===== config.mk =====
export PLATFORM = sky130hd
export DESIGN_NAME = lce_line_eye
export DESIGN_NICKNAME = d
export VERILOG_FILES = /design/src/lce_pkg.sv /design/src/lce_line_eye.sv
export SDC_FILE = /design/constraint.sdc
export NUM_CORES = 1
export LEC_CHECK = 0
export BUFFER_PORTS_ARGS = -buffer_cell sky130_fd_sc_hd__buf_2
export CAP_MARGIN = 20
export CORE_MARGIN = 10
export CORE_UTILIZATION = 25
export CTS_BUF_LIST = sky130_fd_sc_hd__clkbuf_4
export DETAILED_ROUTE_END_ITERATION = 12
export SYNTH_ARGS = -nofsm -noshare
export SYNTH_HDL_FRONTEND = slang
export SYNTH_SLANG_ARGS = --single-unit

===== constraint.sdc =====
create_clock -name clk_sys -period 3.1 [get_ports clk_sys]
set_input_delay 0.31 -clock clk_sys [delete_from_list [all_inputs] [get_ports clk_sys]]
set_output_delay 0.31 -clock clk_sys [all_outputs]
set_load 0.01 [all_outputs]

===== src/lce_pkg.sv =====
// Shared constants and types for the line control and eye pattern block
package lce_pkg;

  // System clock
  localparam int unsigned SYS_CLK_HZ = 125_000_000;

  // Eye shift clock: half period rounds down so the clock is never slow
  localparam int unsigned EYE_CLK_HZ = 288_000;
  localparam int unsigned EYE_HALF_CYC = SYS_CLK_HZ / (2 * EYE_CLK_HZ);

  // Eye word layout
  localparam int unsigned EYE_WORD_BITS = 15;
  localparam int unsigned EYE_SIG_BITS = 8;
  localparam int unsigned EYE_PAD_BITS = EYE_WORD_BITS - EYE_SIG_BITS;
  localparam int unsigned EYE_PAIR_BITS = 2 * EYE_WORD_BITS;
  localparam int unsigned EYE_CNT_W = 5;

  // Ring frequency window, printed in Hz
  localparam int unsigned RING_MIN_HZ = 15;
  localparam int unsigned RING_MAX_HZ = 68;
  // Longest accepted period rounds down, shortest rounds up
  localparam int unsigned RING_PER_MAX_CYC = SYS_CLK_HZ / RING_MIN_HZ;
  localparam int unsigned RING_PER_MIN_CYC = (SYS_CLK_HZ + RING_MAX_HZ - 1) / RING_MAX_HZ;
  localparam int unsigned RING_CNT_W = 24;

  // Buffering
  localparam int unsigned EYE_FIFO_DEPTH = 4;

  // Reset values
  localparam logic RING_IND_N_RST = 1'b1;
  localparam logic RELAY_RST = 1'b0;
  localparam logic EYE_CLK_RST = 1'b0;

  // One constellation point as shown on the scope
  typedef struct packed {
    logic [EYE_SIG_BITS-1:0] horiz;
    logic [EYE_SIG_BITS-1:0] vert;
  } lce_point_t;

  localparam int unsigned POINT_W = $bits(lce_point_t);

  typedef enum logic [0:0] {
    EYE_IDLE,
    EYE_SHIFT
  } lce_eye_st_t;

endpackage : lce_pkg


===== src/lce_line_eye.sv =====
// Ring detect, relay drives and serial eye pattern output, with point FIFO
//
// Summary of operation
// - Each displayed point sends a horizontal word then a vertical word, 15 bits each.
// - Words go out MSB first; seven top bits zero, low eight carry the value.
// - Serial data changes on falling edges so it is stable at each rising edge.
// - The eye shift clock runs at 288 kHz.
// - Each receive bit clock rising edge also forces the eye shift clock high and restarts its divider.
// - An eye load strobe tells outside logic to load the converters.
// - Ring detect pulse trains between 15 Hz and 68 Hz count as ringing.
// - Host-programmed ring period limits replace the defaults when enabled.
// - Detected ringing shows on the ring indication pin and status bit.
// - Off-hook relay drive follows the host off-hook control bit.
// - Active off-hook drive closes the normally open relay, line connected.
// - Handset relay drive follows the host handset relay control bit.
// - Active handset drive opens the normally closed relay, handset cut off.
// - Ring indication pin is low during ring-on and high during ring-off.
// - Receive bit clock runs at data rate, rising in each bit centre.
`timescale 1ns/1ps

module lce_fifo #(
  parameter int unsigned WIDTH = lce_pkg::POINT_W,
  parameter int unsigned DEPTH = lce_pkg::EYE_FIFO_DEPTH
) (
  // Clock and reset
  input wire logic clk_sys,
  input wire logic srst,
  // Fill side
  input wire logic [WIDTH-1:0] in_data,
  input wire logic in_valid,
  output logic in_ready,
  // Drain side
  output logic [WIDTH-1:0] out_data,
  output logic out_valid,
  input wire logic out_ready
);
  import lce_pkg::*;

  localparam int unsigned AW = (DEPTH > 1) ? $clog2(DEPTH) : 1;

  typedef struct packed {
    logic [DEPTH-1:0][WIDTH-1:0] mem;
    logic [AW-1:0] wp;
    logic [AW-1:0] rp;
    logic [AW:0] cnt;
    logic rdy;
  } lce_fifo_st_t;

  lce_fifo_st_t s_reg;
  lce_fifo_st_t s_next;
  logic push;
  logic pop;

  always_comb begin
    s_next = s_reg;
    push = in_valid & s_reg.rdy;
    pop = out_ready & (s_reg.cnt != '0);
    if (push) begin
      s_next.mem[s_reg.wp] = in_data;
      s_next.wp = (s_reg.wp == AW'(DEPTH - 1)) ? '0 : s_reg.wp + 1'b1;
    end
    if (pop) begin
      s_next.rp = (s_reg.rp == AW'(DEPTH - 1)) ? '0 : s_reg.rp + 1'b1;
    end
    s_next.cnt = s_reg.cnt + {{AW{1'b0}}, push} - {{AW{1'b0}}, pop};
    // Ready registered so the source sees it straight from a flop
    s_next.rdy = (s_next.cnt < (AW + 1)'(DEPTH));
  end

  always_ff @(posedge clk_sys) begin
    if (srst) begin
      s_reg <= '0;
      s_reg.rdy <= 1'b1;
    end else begin
      s_reg <= s_next;
    end
  end

  assign in_ready = s_reg.rdy;
  assign out_data = s_reg.mem[s_reg.rp];
  assign out_valid = (s_reg.cnt != '0);

endmodule : lce_fifo

module lce_line_eye #(
  parameter int unsigned RING_PER_MIN_DEF = lce_pkg::RING_PER_MIN_CYC,
  parameter int unsigned RING_PER_MAX_DEF = lce_pkg::RING_PER_MAX_CYC,
  parameter int unsigned EYE_HALF = lce_pkg::EYE_HALF_CYC,
  parameter int unsigned FIFO_DEPTH = lce_pkg::EYE_FIFO_DEPTH
) (
  // Clock and reset
  input wire logic clk_sys,
  input wire logic srst,
  // Ring detect pin and ring indication
  input wire logic ring_detect_in,
  output logic ring_indication_n,
  output logic ring_indication_status,
  // Interface memory control bits
  input wire logic off_hook_control_bit,
  input wire logic handset_relay_control_bit,
  // Ring window programmed by the host, in system clock cycles
  input wire logic ring_limit_host_en,
  input wire logic [lce_pkg::RING_CNT_W-1:0] ring_per_min_host,
  input wire logic [lce_pkg::RING_CNT_W-1:0] ring_per_max_host,
  // Relay drives
  output logic off_hook_relay_drive,
  output logic handset_relay_drive,
  // Receiver timing and constellation points
  input wire logic receive_bit_clock,
  input wire lce_pkg::lce_point_t point_data,
  input wire logic point_valid,
  output logic point_ready,
  // Eye pattern pins
  output logic eye_serial_out,
  output logic eye_shift_clock,
  output logic eye_load_strobe
);
  import lce_pkg::*;

  localparam logic [RING_CNT_W-1:0] PMIN_DEF = RING_CNT_W'(RING_PER_MIN_DEF);
  localparam logic [RING_CNT_W-1:0] PMAX_DEF = RING_CNT_W'(RING_PER_MAX_DEF);
  localparam logic [8:0] HALF_LAST = 9'(EYE_HALF - 1);
  localparam logic [EYE_CNT_W-1:0] LAST_BIT = EYE_CNT_W'(EYE_PAIR_BITS - 1);

  typedef struct packed {
    // Synchronisers: stage 1 feeds stage 2 only
    logic rd_s1;
    logic rd_s2;
    logic rd_prev;
    logic rck_s1;
    logic rck_s2;
    logic rck_prev;
    // Ring detection
    logic [RING_CNT_W-1:0] per_cnt;
    logic seen;
    logic ringing;
    logic ri_n;
    logic ri_stat;
    // Relays
    logic ohr;
    logic hsr;
    // Eye serialiser
    logic [8:0] div;
    logic eclk;
    lce_eye_st_t st;
    logic [EYE_PAIR_BITS-1:0] sh;
    logic [EYE_CNT_W-1:0] bit_cnt;
    logic sdo;
    logic strobe;
  } lce_top_st_t;

  lce_top_st_t s_reg;
  lce_top_st_t s_next;

  lce_point_t fifo_data;
  logic fifo_valid;
  logic fifo_pop;

  lce_fifo #(
    .WIDTH(POINT_W),
    .DEPTH(FIFO_DEPTH)
  ) u_fifo (
    .clk_sys(clk_sys),
    .srst(srst),
    .in_data(point_data),
    .in_valid(point_valid),
    .in_ready(point_ready),
    .out_data(fifo_data),
    .out_valid(fifo_valid),
    .out_ready(fifo_pop)
  );

  always_comb begin
    logic ring_rise;
    logic rck_rise;
    logic eclk_fall;
    logic [RING_CNT_W-1:0] pmin;
    logic [RING_CNT_W-1:0] pmax;
    logic [EYE_PAIR_BITS-1:0] pair;
    ring_rise = 1'b0;
    rck_rise = 1'b0;
    eclk_fall = 1'b0;
    pmin = PMIN_DEF;
    pmax = PMAX_DEF;
    pair = '0;
    s_next = s_reg;
    fifo_pop = 1'b0;

    s_next.rd_s1 = ring_detect_in;
    s_next.rd_s2 = s_reg.rd_s1;
    s_next.rd_prev = s_reg.rd_s2;
    s_next.rck_s1 = receive_bit_clock;
    s_next.rck_s2 = s_reg.rck_s1;
    s_next.rck_prev = s_reg.rck_s2;
    ring_rise = s_reg.rd_s2 & ~s_reg.rd_prev;
    rck_rise = s_reg.rck_s2 & ~s_reg.rck_prev;

    // Host window wins over the built-in one while enabled
    if (ring_limit_host_en) begin
      pmin = ring_per_min_host;
      pmax = ring_per_max_host;
    end

    // Period between pulse edges; saturates so long gaps stay long
    if (s_reg.per_cnt != '1) begin
      s_next.per_cnt = s_reg.per_cnt + 1'b1;
    end
    if (ring_rise) begin
      // Edge cycle counts as one, so the next edge reads the whole period
      s_next.per_cnt = RING_CNT_W'(1);
      s_next.seen = 1'b1;
      // First edge only opens a measurement
      if (s_reg.seen) begin
        s_next.ringing = (s_reg.per_cnt >= pmin) && (s_reg.per_cnt <= pmax);
      end
    end else if (s_reg.per_cnt > pmax) begin
      // No pulse in the longest period: ring-off part of the cadence
      s_next.ringing = 1'b0;
    end
    s_next.ri_n = ~s_next.ringing;
    s_next.ri_stat = s_next.ringing;

    // Relay drives mirror the host bits; active means energised coil
    s_next.ohr = off_hook_control_bit;
    s_next.hsr = handset_relay_control_bit;

    // Shift clock divider
    if (s_reg.div == HALF_LAST) begin
      s_next.div = '0;
      s_next.eclk = ~s_reg.eclk;
      eclk_fall = s_reg.eclk;
    end else begin
      s_next.div = s_reg.div + 1'b1;
    end
    // Realign to the receive clock; may stretch one high phase
    if (rck_rise) begin
      s_next.div = '0;
      s_next.eclk = 1'b1;
      eclk_fall = 1'b0;
    end

    // Data moves only on falling edges, stable at the rising edge
    if (eclk_fall) begin
      s_next.strobe = 1'b0;
      unique case (s_reg.st)
        EYE_IDLE: begin
          if (fifo_valid) begin
            fifo_pop = 1'b1;
            pair = {{EYE_PAD_BITS{1'b0}}, fifo_data.horiz,
                    {EYE_PAD_BITS{1'b0}}, fifo_data.vert};
            s_next.sh = pair;
            s_next.sdo = pair[EYE_PAIR_BITS-1];
            s_next.bit_cnt = '0;
            s_next.st = EYE_SHIFT;
          end
        end
        EYE_SHIFT: begin
          if (s_reg.bit_cnt == LAST_BIT) begin
            // Whole pair out: strobe for one shift clock period
            s_next.strobe = 1'b1;
            s_next.sdo = 1'b0;
            s_next.st = EYE_IDLE;
          end else begin
            s_next.sh = {s_reg.sh[EYE_PAIR_BITS-2:0], 1'b0};
            s_next.sdo = s_reg.sh[EYE_PAIR_BITS-2];
            s_next.bit_cnt = s_reg.bit_cnt + 1'b1;
          end
        end
      endcase
    end
  end

  always_ff @(posedge clk_sys) begin
    if (srst) begin
      s_reg <= '0;
      s_reg.ri_n <= RING_IND_N_RST;
      s_reg.ohr <= RELAY_RST;
      s_reg.hsr <= RELAY_RST;
      s_reg.eclk <= EYE_CLK_RST;
      s_reg.st <= EYE_IDLE;
    end else begin
      s_reg <= s_next;
    end
  end

  assign ring_indication_n = s_reg.ri_n;
  assign ring_indication_status = s_reg.ri_stat;
  assign off_hook_relay_drive = s_reg.ohr;
  assign handset_relay_drive = s_reg.hsr;
  assign eye_serial_out = s_reg.sdo;
  assign eye_shift_clock = s_reg.eclk;
  assign eye_load_strobe = s_reg.strobe;

endmodule : lce_line_eye


# Yosys cells after proc, flatten, opt, wreduce, memory -nomap -nowiden
# Index checks and enable logic that the tools add are counted.
[word_totals] ff_bits=154 word_cells=95
[op_classes] magnitude_cmp=7 n_eq_ne=7 bitwise_logic=9 muxes=28 n_addsub=7 reduce_logical=9
[ops] cell="one-hot mux 37 bit (2 select lines)" n=1
[ops] cell="bitwise mux 64 bit" n=1
[ops] cell="2-to-1 mux 24 bit" n=2
[ops] cell="2-to-1 mux 37 bit" n=1
[ops] cell="2-to-1 mux 35 bit" n=1
[ops] cell="binary-select mux 16 bit (select 2 bit)" n=1
[ops] cell="demux 16 bit (select 2 bit)" n=1
[ops] cell="2-to-1 mux 16 bit" n=2
[ops] cell="adder 24 x 1 -> 24 bit (second input constant)" n=1
[ops] cell="greater-or-equal comparator 24 bit" n=1
[ops] cell="greater-than comparator 24 bit" n=1
[ops] cell="<= comparator 24 bit" n=1
[ops] cell="inequality test 24 bit (second input constant)" n=1
[ops] cell="2-to-1 mux 1 bit" n=15
[ops] cell="adder 9 x 1 -> 9 bit (second input constant)" n=1
[ops] cell="== test 9 x 8 -> 1 bit (second input constant)" n=1
[ops] cell="less-than comparator 2 x 3 -> 1 bit (second input constant)" n=2
[ops] cell="2-to-1 mux 2 bit" n=3
[ops] cell="adder 5 x 1 -> 5 bit (second input constant)" n=1
[ops] cell="== test 5 bit (second input constant)" n=1
[ops] cell="NOT 1 bit" n=5
[ops] cell="adder 2 x 1 -> 2 bit (second input constant)" n=2
[ops] cell="bitwise AND 1 bit" n=4
[ops] cell="== test 2 bit (second input constant)" n=2
[ops] cell="12 further kinds" n=15

# Longest topological paths before layout
[logic_depth] ltp_word=7 depth_mapped=14 mapped_depth_nobuf=13

# Hierarchy
# From an unflattened synthesis, not the netlist that was laid out.
[hier_totals] hier_cells=912 hier_area_um2=7761.2
[by_module_without_submodules] module="lce_line_eye" n_inst=1 area_per_inst_um2=4619.4 cells_per_inst=564 seq_area_each_um2=1641.6
[by_module_without_submodules] module="lce_fifo" n_inst=1 area_per_inst_um2=3141.8 cells_per_inst=348 seq_area_each_um2=1441.4

# Worst setup path before layout
# No wires, ideal clock.
[synth_timing] path_kind="reg-to-reg" start="register s_reg[39] (netlist name)" end="register u_fifo.s_reg (netlist bit u_fifo.in_ready)" t_arrival_ns=3.180 path_buffers=1 slack_ns=-0.194 path_stages_with_launch=15 setup_ns=0.114 path_cell_list="dfxtp_1 -> inv_1 -> ha_1 -> or4b_1 -> or4b_1 -> buf_2 -> nor3_2 -> ha_1 -> inv_1 -> ha_1 -> fa_1 -> xnor2_1 -> xnor2_1 -> nor2b_1 -> inv_1"
[synth_via] elab_chain_len=7
[synth_lines] element="start: declaration" line_no="lce_line_eye.sv:152" rtl="lce_top_st_t s_reg;"
[synth_lines] element="start signal: assignment" line_no="lce_line_eye.sv:282" rtl="s_reg <= s_next;"
[synth_lines] element="== test 9 x 8 -> 1 bit" line_no="lce_line_eye.sv:228" rtl="if (s_reg.div == HALF_LAST) begin"
[synth_lines] element="2-to-1 mux 1 bit" line_no="lce_line_eye.sv:228"
[synth_lines] element="2-to-1 mux 1 bit" line_no="lce_line_eye.sv:236" rtl="if (rck_rise) begin"
[synth_lines] element="2-to-1 mux 1 bit" line_no="lce_line_eye.sv:243" rtl="if (eclk_fall) begin"
[synth_lines] element="bitwise AND 1 bit" line_no="lce_line_eye.sv:57" rtl="pop = out_ready & (s_reg.cnt != '0);"
[synth_lines] element="named net u_fifo.pop" line_no="lce_line_eye.sv:52" rtl="logic pop;"
[synth_lines] element="subtractor 3 x 1 -> 3 bit" line_no="lce_line_eye.sv:65" rtl="s_next.cnt = s_reg.cnt + {{AW{1'b0}}, push} - {{AW{1'b0}}, pop};"
[synth_lines] element="less-than comparator 3 bit" line_no="lce_line_eye.sv:67" rtl="s_next.rdy = (s_next.cnt < (AW + 1)'(DEPTH));"
[synth_lines] element="end signal: assignment" line_no="lce_line_eye.sv:75" rtl="s_reg <= s_next;"
[synth_lines] element="end: declaration" line_no="lce_line_eye.sv:49" rtl="lce_fifo_st_t s_reg;"
# The timed path passes the listed nets, and every way through them passes these cells.
# A chain may end at the register's enable or synchronous reset.

# Final worst setup path
[layout_timing] start="register s_reg[40] (netlist name)" end="register u_fifo.s_reg (netlist bit u_fifo.in_ready)"
# Same word-level chain as after synthesis.

==> qor.csv <==
stage,metric,value,unit
drt,via_per_inst,4.55,
global_route,grt_usage,9.81,%
pwr,ir_worst_vdd,0.257,mV
cts,cts.path.max_buffers,2,
pwr,power_density,464,nW/um^2
drt,route.top_layer_used,met4,
cts,cts.htree.levels,4,
floorplanning,dieArea,37600,sq um
final_layout,fin_util,30.1,%
cts,clkLatencyLatePin,0.57,ns
placement,dpl.cell_count,1321,
worst_setup_path,startpoint,s_reg[40],
global_route,grt_max_degree,111,
placement,pre_cts_ws,0.0650,ns
pwr,p_sw_share,32.4,%
cts,cts_tree,done,
status,outcome,"complete, no violations",
yosys,yosysMostFrequentCell,nand2_1,
cts,cts_setup_buffers,0,
pwr,p_total,0.00414,W
worst_setup_path,worstPathMaxFanout,3,
drt,wirelength,18.5,mm
final_layout,drive_gt1_share,15.1,%
drt,ant_nets,0,
floorplanning,io-pin-count,80,
worst_setup_path,cpMaxStageDelayCell,or4b_4,
final_layout,areaGrowthSynthToFinish,18.3,%
timing,hold_viol,0,
yosys,yosys-top-cells-area,"dfxtp_1 41%, ha_1 9.9%, nand2_1 9.8%",
pwr,seq_power_share,51.7,%
pwr,power.net_switching,0.00134,W
yosys,synth_edf_count,0,
global_route,antenna_found_initial,1,
timing,tightestPinTransition,0.883,ns
worst_setup_path,reg2regPathDepth,13,
yosys,ys_seq_elements,154,
worst_hold_path,hold_path_depth,4,
floorplanning,start_util,25.4,%
drt,drt-met1-wl,9.03,mm
yosys,synthesis.nets,1026,
placement,dp_hpwl,12.8,mm
run,drv_cap,0,
yosys,synth_common_cells,"198 x nand2_1, 154 x dfxtp_1, 107 x a21oi_1, 63 x nor2_1, 60 x ha_1",
yosys,synthArstFlopShare,0,%
worst_setup_path,timing.rr.end,u_fifo.in_ready,
timing,finalCritPeriodShare,95.4,%
timing,slew_headroom,41.0,%
worst_setup_path,crit_required,3.57,ns
floorplanning,fp.dieH,194,um
worst_setup_path,worstPathCellList,"inv_1, ha_1, or4b_4, or4b_4, nor3_4, ha_1, inv_1, ha_1, fa_2, xnor2_2, xnor2_1, nor2b_2, inv_1",
final_layout,final_nets,1105,
cts,clkTransAtPathRegs,0.15,ns
drt,num_vias,6269,
placement,routabilityCongestion,0.801,
worst_setup_path,rrSetupSlack,0.14,ns
worst_setup_path,cp-end-kind,flop,
floorplanning,fp-row-count,63,
timing,rsz0062_at_grt,true,
worst_setup_path,cpPeakStageDelay,0.57,ns
floorplanning,die_w,194,um
cts,cts_sinks,154,
global_route,grt_pass1_vias,6158,
yosys,synth.largest_area_cell,dfxtp_1,
pwr,power_leakage,3.41,nW
timing,finalClockSkew,0.0375,ns
drt,drtPass1Iterations,5,
cts,tritoncts.num_buffers,17,
cts,root_buffer,clkbuf_4,
worst_setup_path,path_class,reg -> reg,
yosys,yosysSeqAreaShare,40.8,%
drt,drt_iter0_markers,235,
final_layout,fin_cells,1377,
timing,worst_slack,0.142,ns
drt,wire_per_inst,13.4,um
drt,drc,0,
timing,setup_viol,0,
drt,wl_met2,8.49,mm
worst_setup_path,crit_end,u_fifo.in_ready,
yosys,synth_cells,893,
floorplanning,fp.coreArea,29700,sq um
placement,portBuffers,79,
yosys,synth_top_area_share,40.8,%
timing,slew_viol_final,0,
pwr,comb_power_share,15.4,%
pwr,p_clk_share,32.9,%
final_layout,fillerInstances,3155,
worst_setup_path,r2r-start,s_reg[40],
timing,max_freq,0.338,GHz
drt,route.met3.wl,725,um
worst_hold_path,hold_class,in -> reg,
timing,layout_min_cycle_time,2.96,ns
yosys,synth_cell_types,48,
worst_setup_path,cp-start-kind,flop,
yosys,synthesis.area,7550,sq um
global_route,grt_pass1_wl,31.3,mm
worst_setup_path,crit_arrival,3.43,ns
yosys,syn_avg_cell_area,8.46,sq um
yosys,ys.flop_type,dfxtp_1,
yosys,yosys_warnings,0,
global_route,grt-ovfl-total,0,
pwr,intPower,0.00280,W
==> power groups by stage <==
stage	combinational [W]	clock (W)	sequential, W
after floorplan	0.000420	0	0.00217
after global routing	0.000733	0.00150	0.00216
after global placement	0.000610	0	0.00218
after detailed placement	0.000618	0	0.00219
after CTS	0.000642	0.00142	0.00214
final	0.000638	0.00136	0.00214
==> critical path, delay by kind of cell, from the launching register on <==
family,cells,cell delay (ns)
simple gates,4,1.33
fa+ha+maj,4,0.82
flops,1,0.36
xor+xnor,2,0.27
buf+inv,3,0.13
==> worst min-delay path by stage <==
| stage | startpoint | endpoint | slack, ns |
|---|---|---|---|
| floorplan | s_next[79] | s_next[78] | 0.41 |
| global placement | s_reg[34] | s_reg[34] | 0.44 |
| detailed placement | s_next[79] | s_next[78] | 0.43 |
| CTS | point_valid | u_fifo.s_reg[7] | 0.07 |
| global route | point_valid | u_fifo.s_reg[7] | 0.13 |
| finish | point_valid | u_fifo.s_reg[7] | 0.14 |
==> logic make-up after synthesis <==
| kind of cell | count (synthesis) | share of synthesized area, % |
|---|---|---|
| DFF | 154 | 40.8 |
| buffers and inverters | 68 | 3.65 |
| xor gates and xnor gates | 32 | 3.71 |
| AOI/OAI and AO/OA | 154 | 11.9 |
| adders and majority gates | 61 | 10.2 |
| and+or+nand+nor | 404 | 24.4 |
| muxes | 20 | 5.30 |
==> area by class of cell <==
type	instances	area, sq um	area share (%)
multi-input cells	671	4230	47.3
well taps	390	488	5.46
diodes	2	5.00	0.0560
flip-flops and latches	154	3080	34.5
repair buffers	112	743	8.32
clock inverters	15	199	2.23
clock buffers	17	128	1.43
inverters	16	60.1	0.672
==> timing repair <==
item                                    4_1_cts  5_1_grt
hold buffers                                 21        0
endpoints found under the hold margin        70        0
resized for setup                             0        4
endpoints found under the setup margin        0        2
==> metal layers <==
metal  up-vias  global-route usage (%)
li1       3264                       -
met1      2886                    12.5
met2       104                    16.0
met3        15                    2.49
met4         0                    2.75
met5         -                       0
==> stage by stage <==
step	hold WS, ns	area [sq um]	setup TNS (ns)
5_1_grt	0.129	8930	-0.0702
2_1_floorplan	0.414	7570	-0.0134
4_1_cts	0.0700	8890	0
6_report	0.139	8930	0
3_3_place_gp	0.439	8350	0
3_5_place_dp	0.428	8350	0
==> cell usage in the layout (no fill, tap or decap), types with 3 or more instances in the layout <==
master	count
inv_1	16
clkbuf_4	17
nor3_1	23
xnor2_1	12
a21oi_1	107
dfxtp_1	153
o21bai_1	3
xor2_1	19
o21ai_0	7
o211ai_1	3
and3_1	7
nor2b_1	33
or3_1	4
nand4_1	19
buf_2	78
clkinv_8	5
buf_4	10
nand3_1	31
nand2_1	198
inv_6	4
nor2_1	63
mux4_2	16
mux2i_1	4
inv_8	4
and4_1	5
a221oi_1	16
ha_1	60
nor4_1	6
nand2b_1	5
dlygate4sd3_1	21
Power figures use the tool's default switching activity.
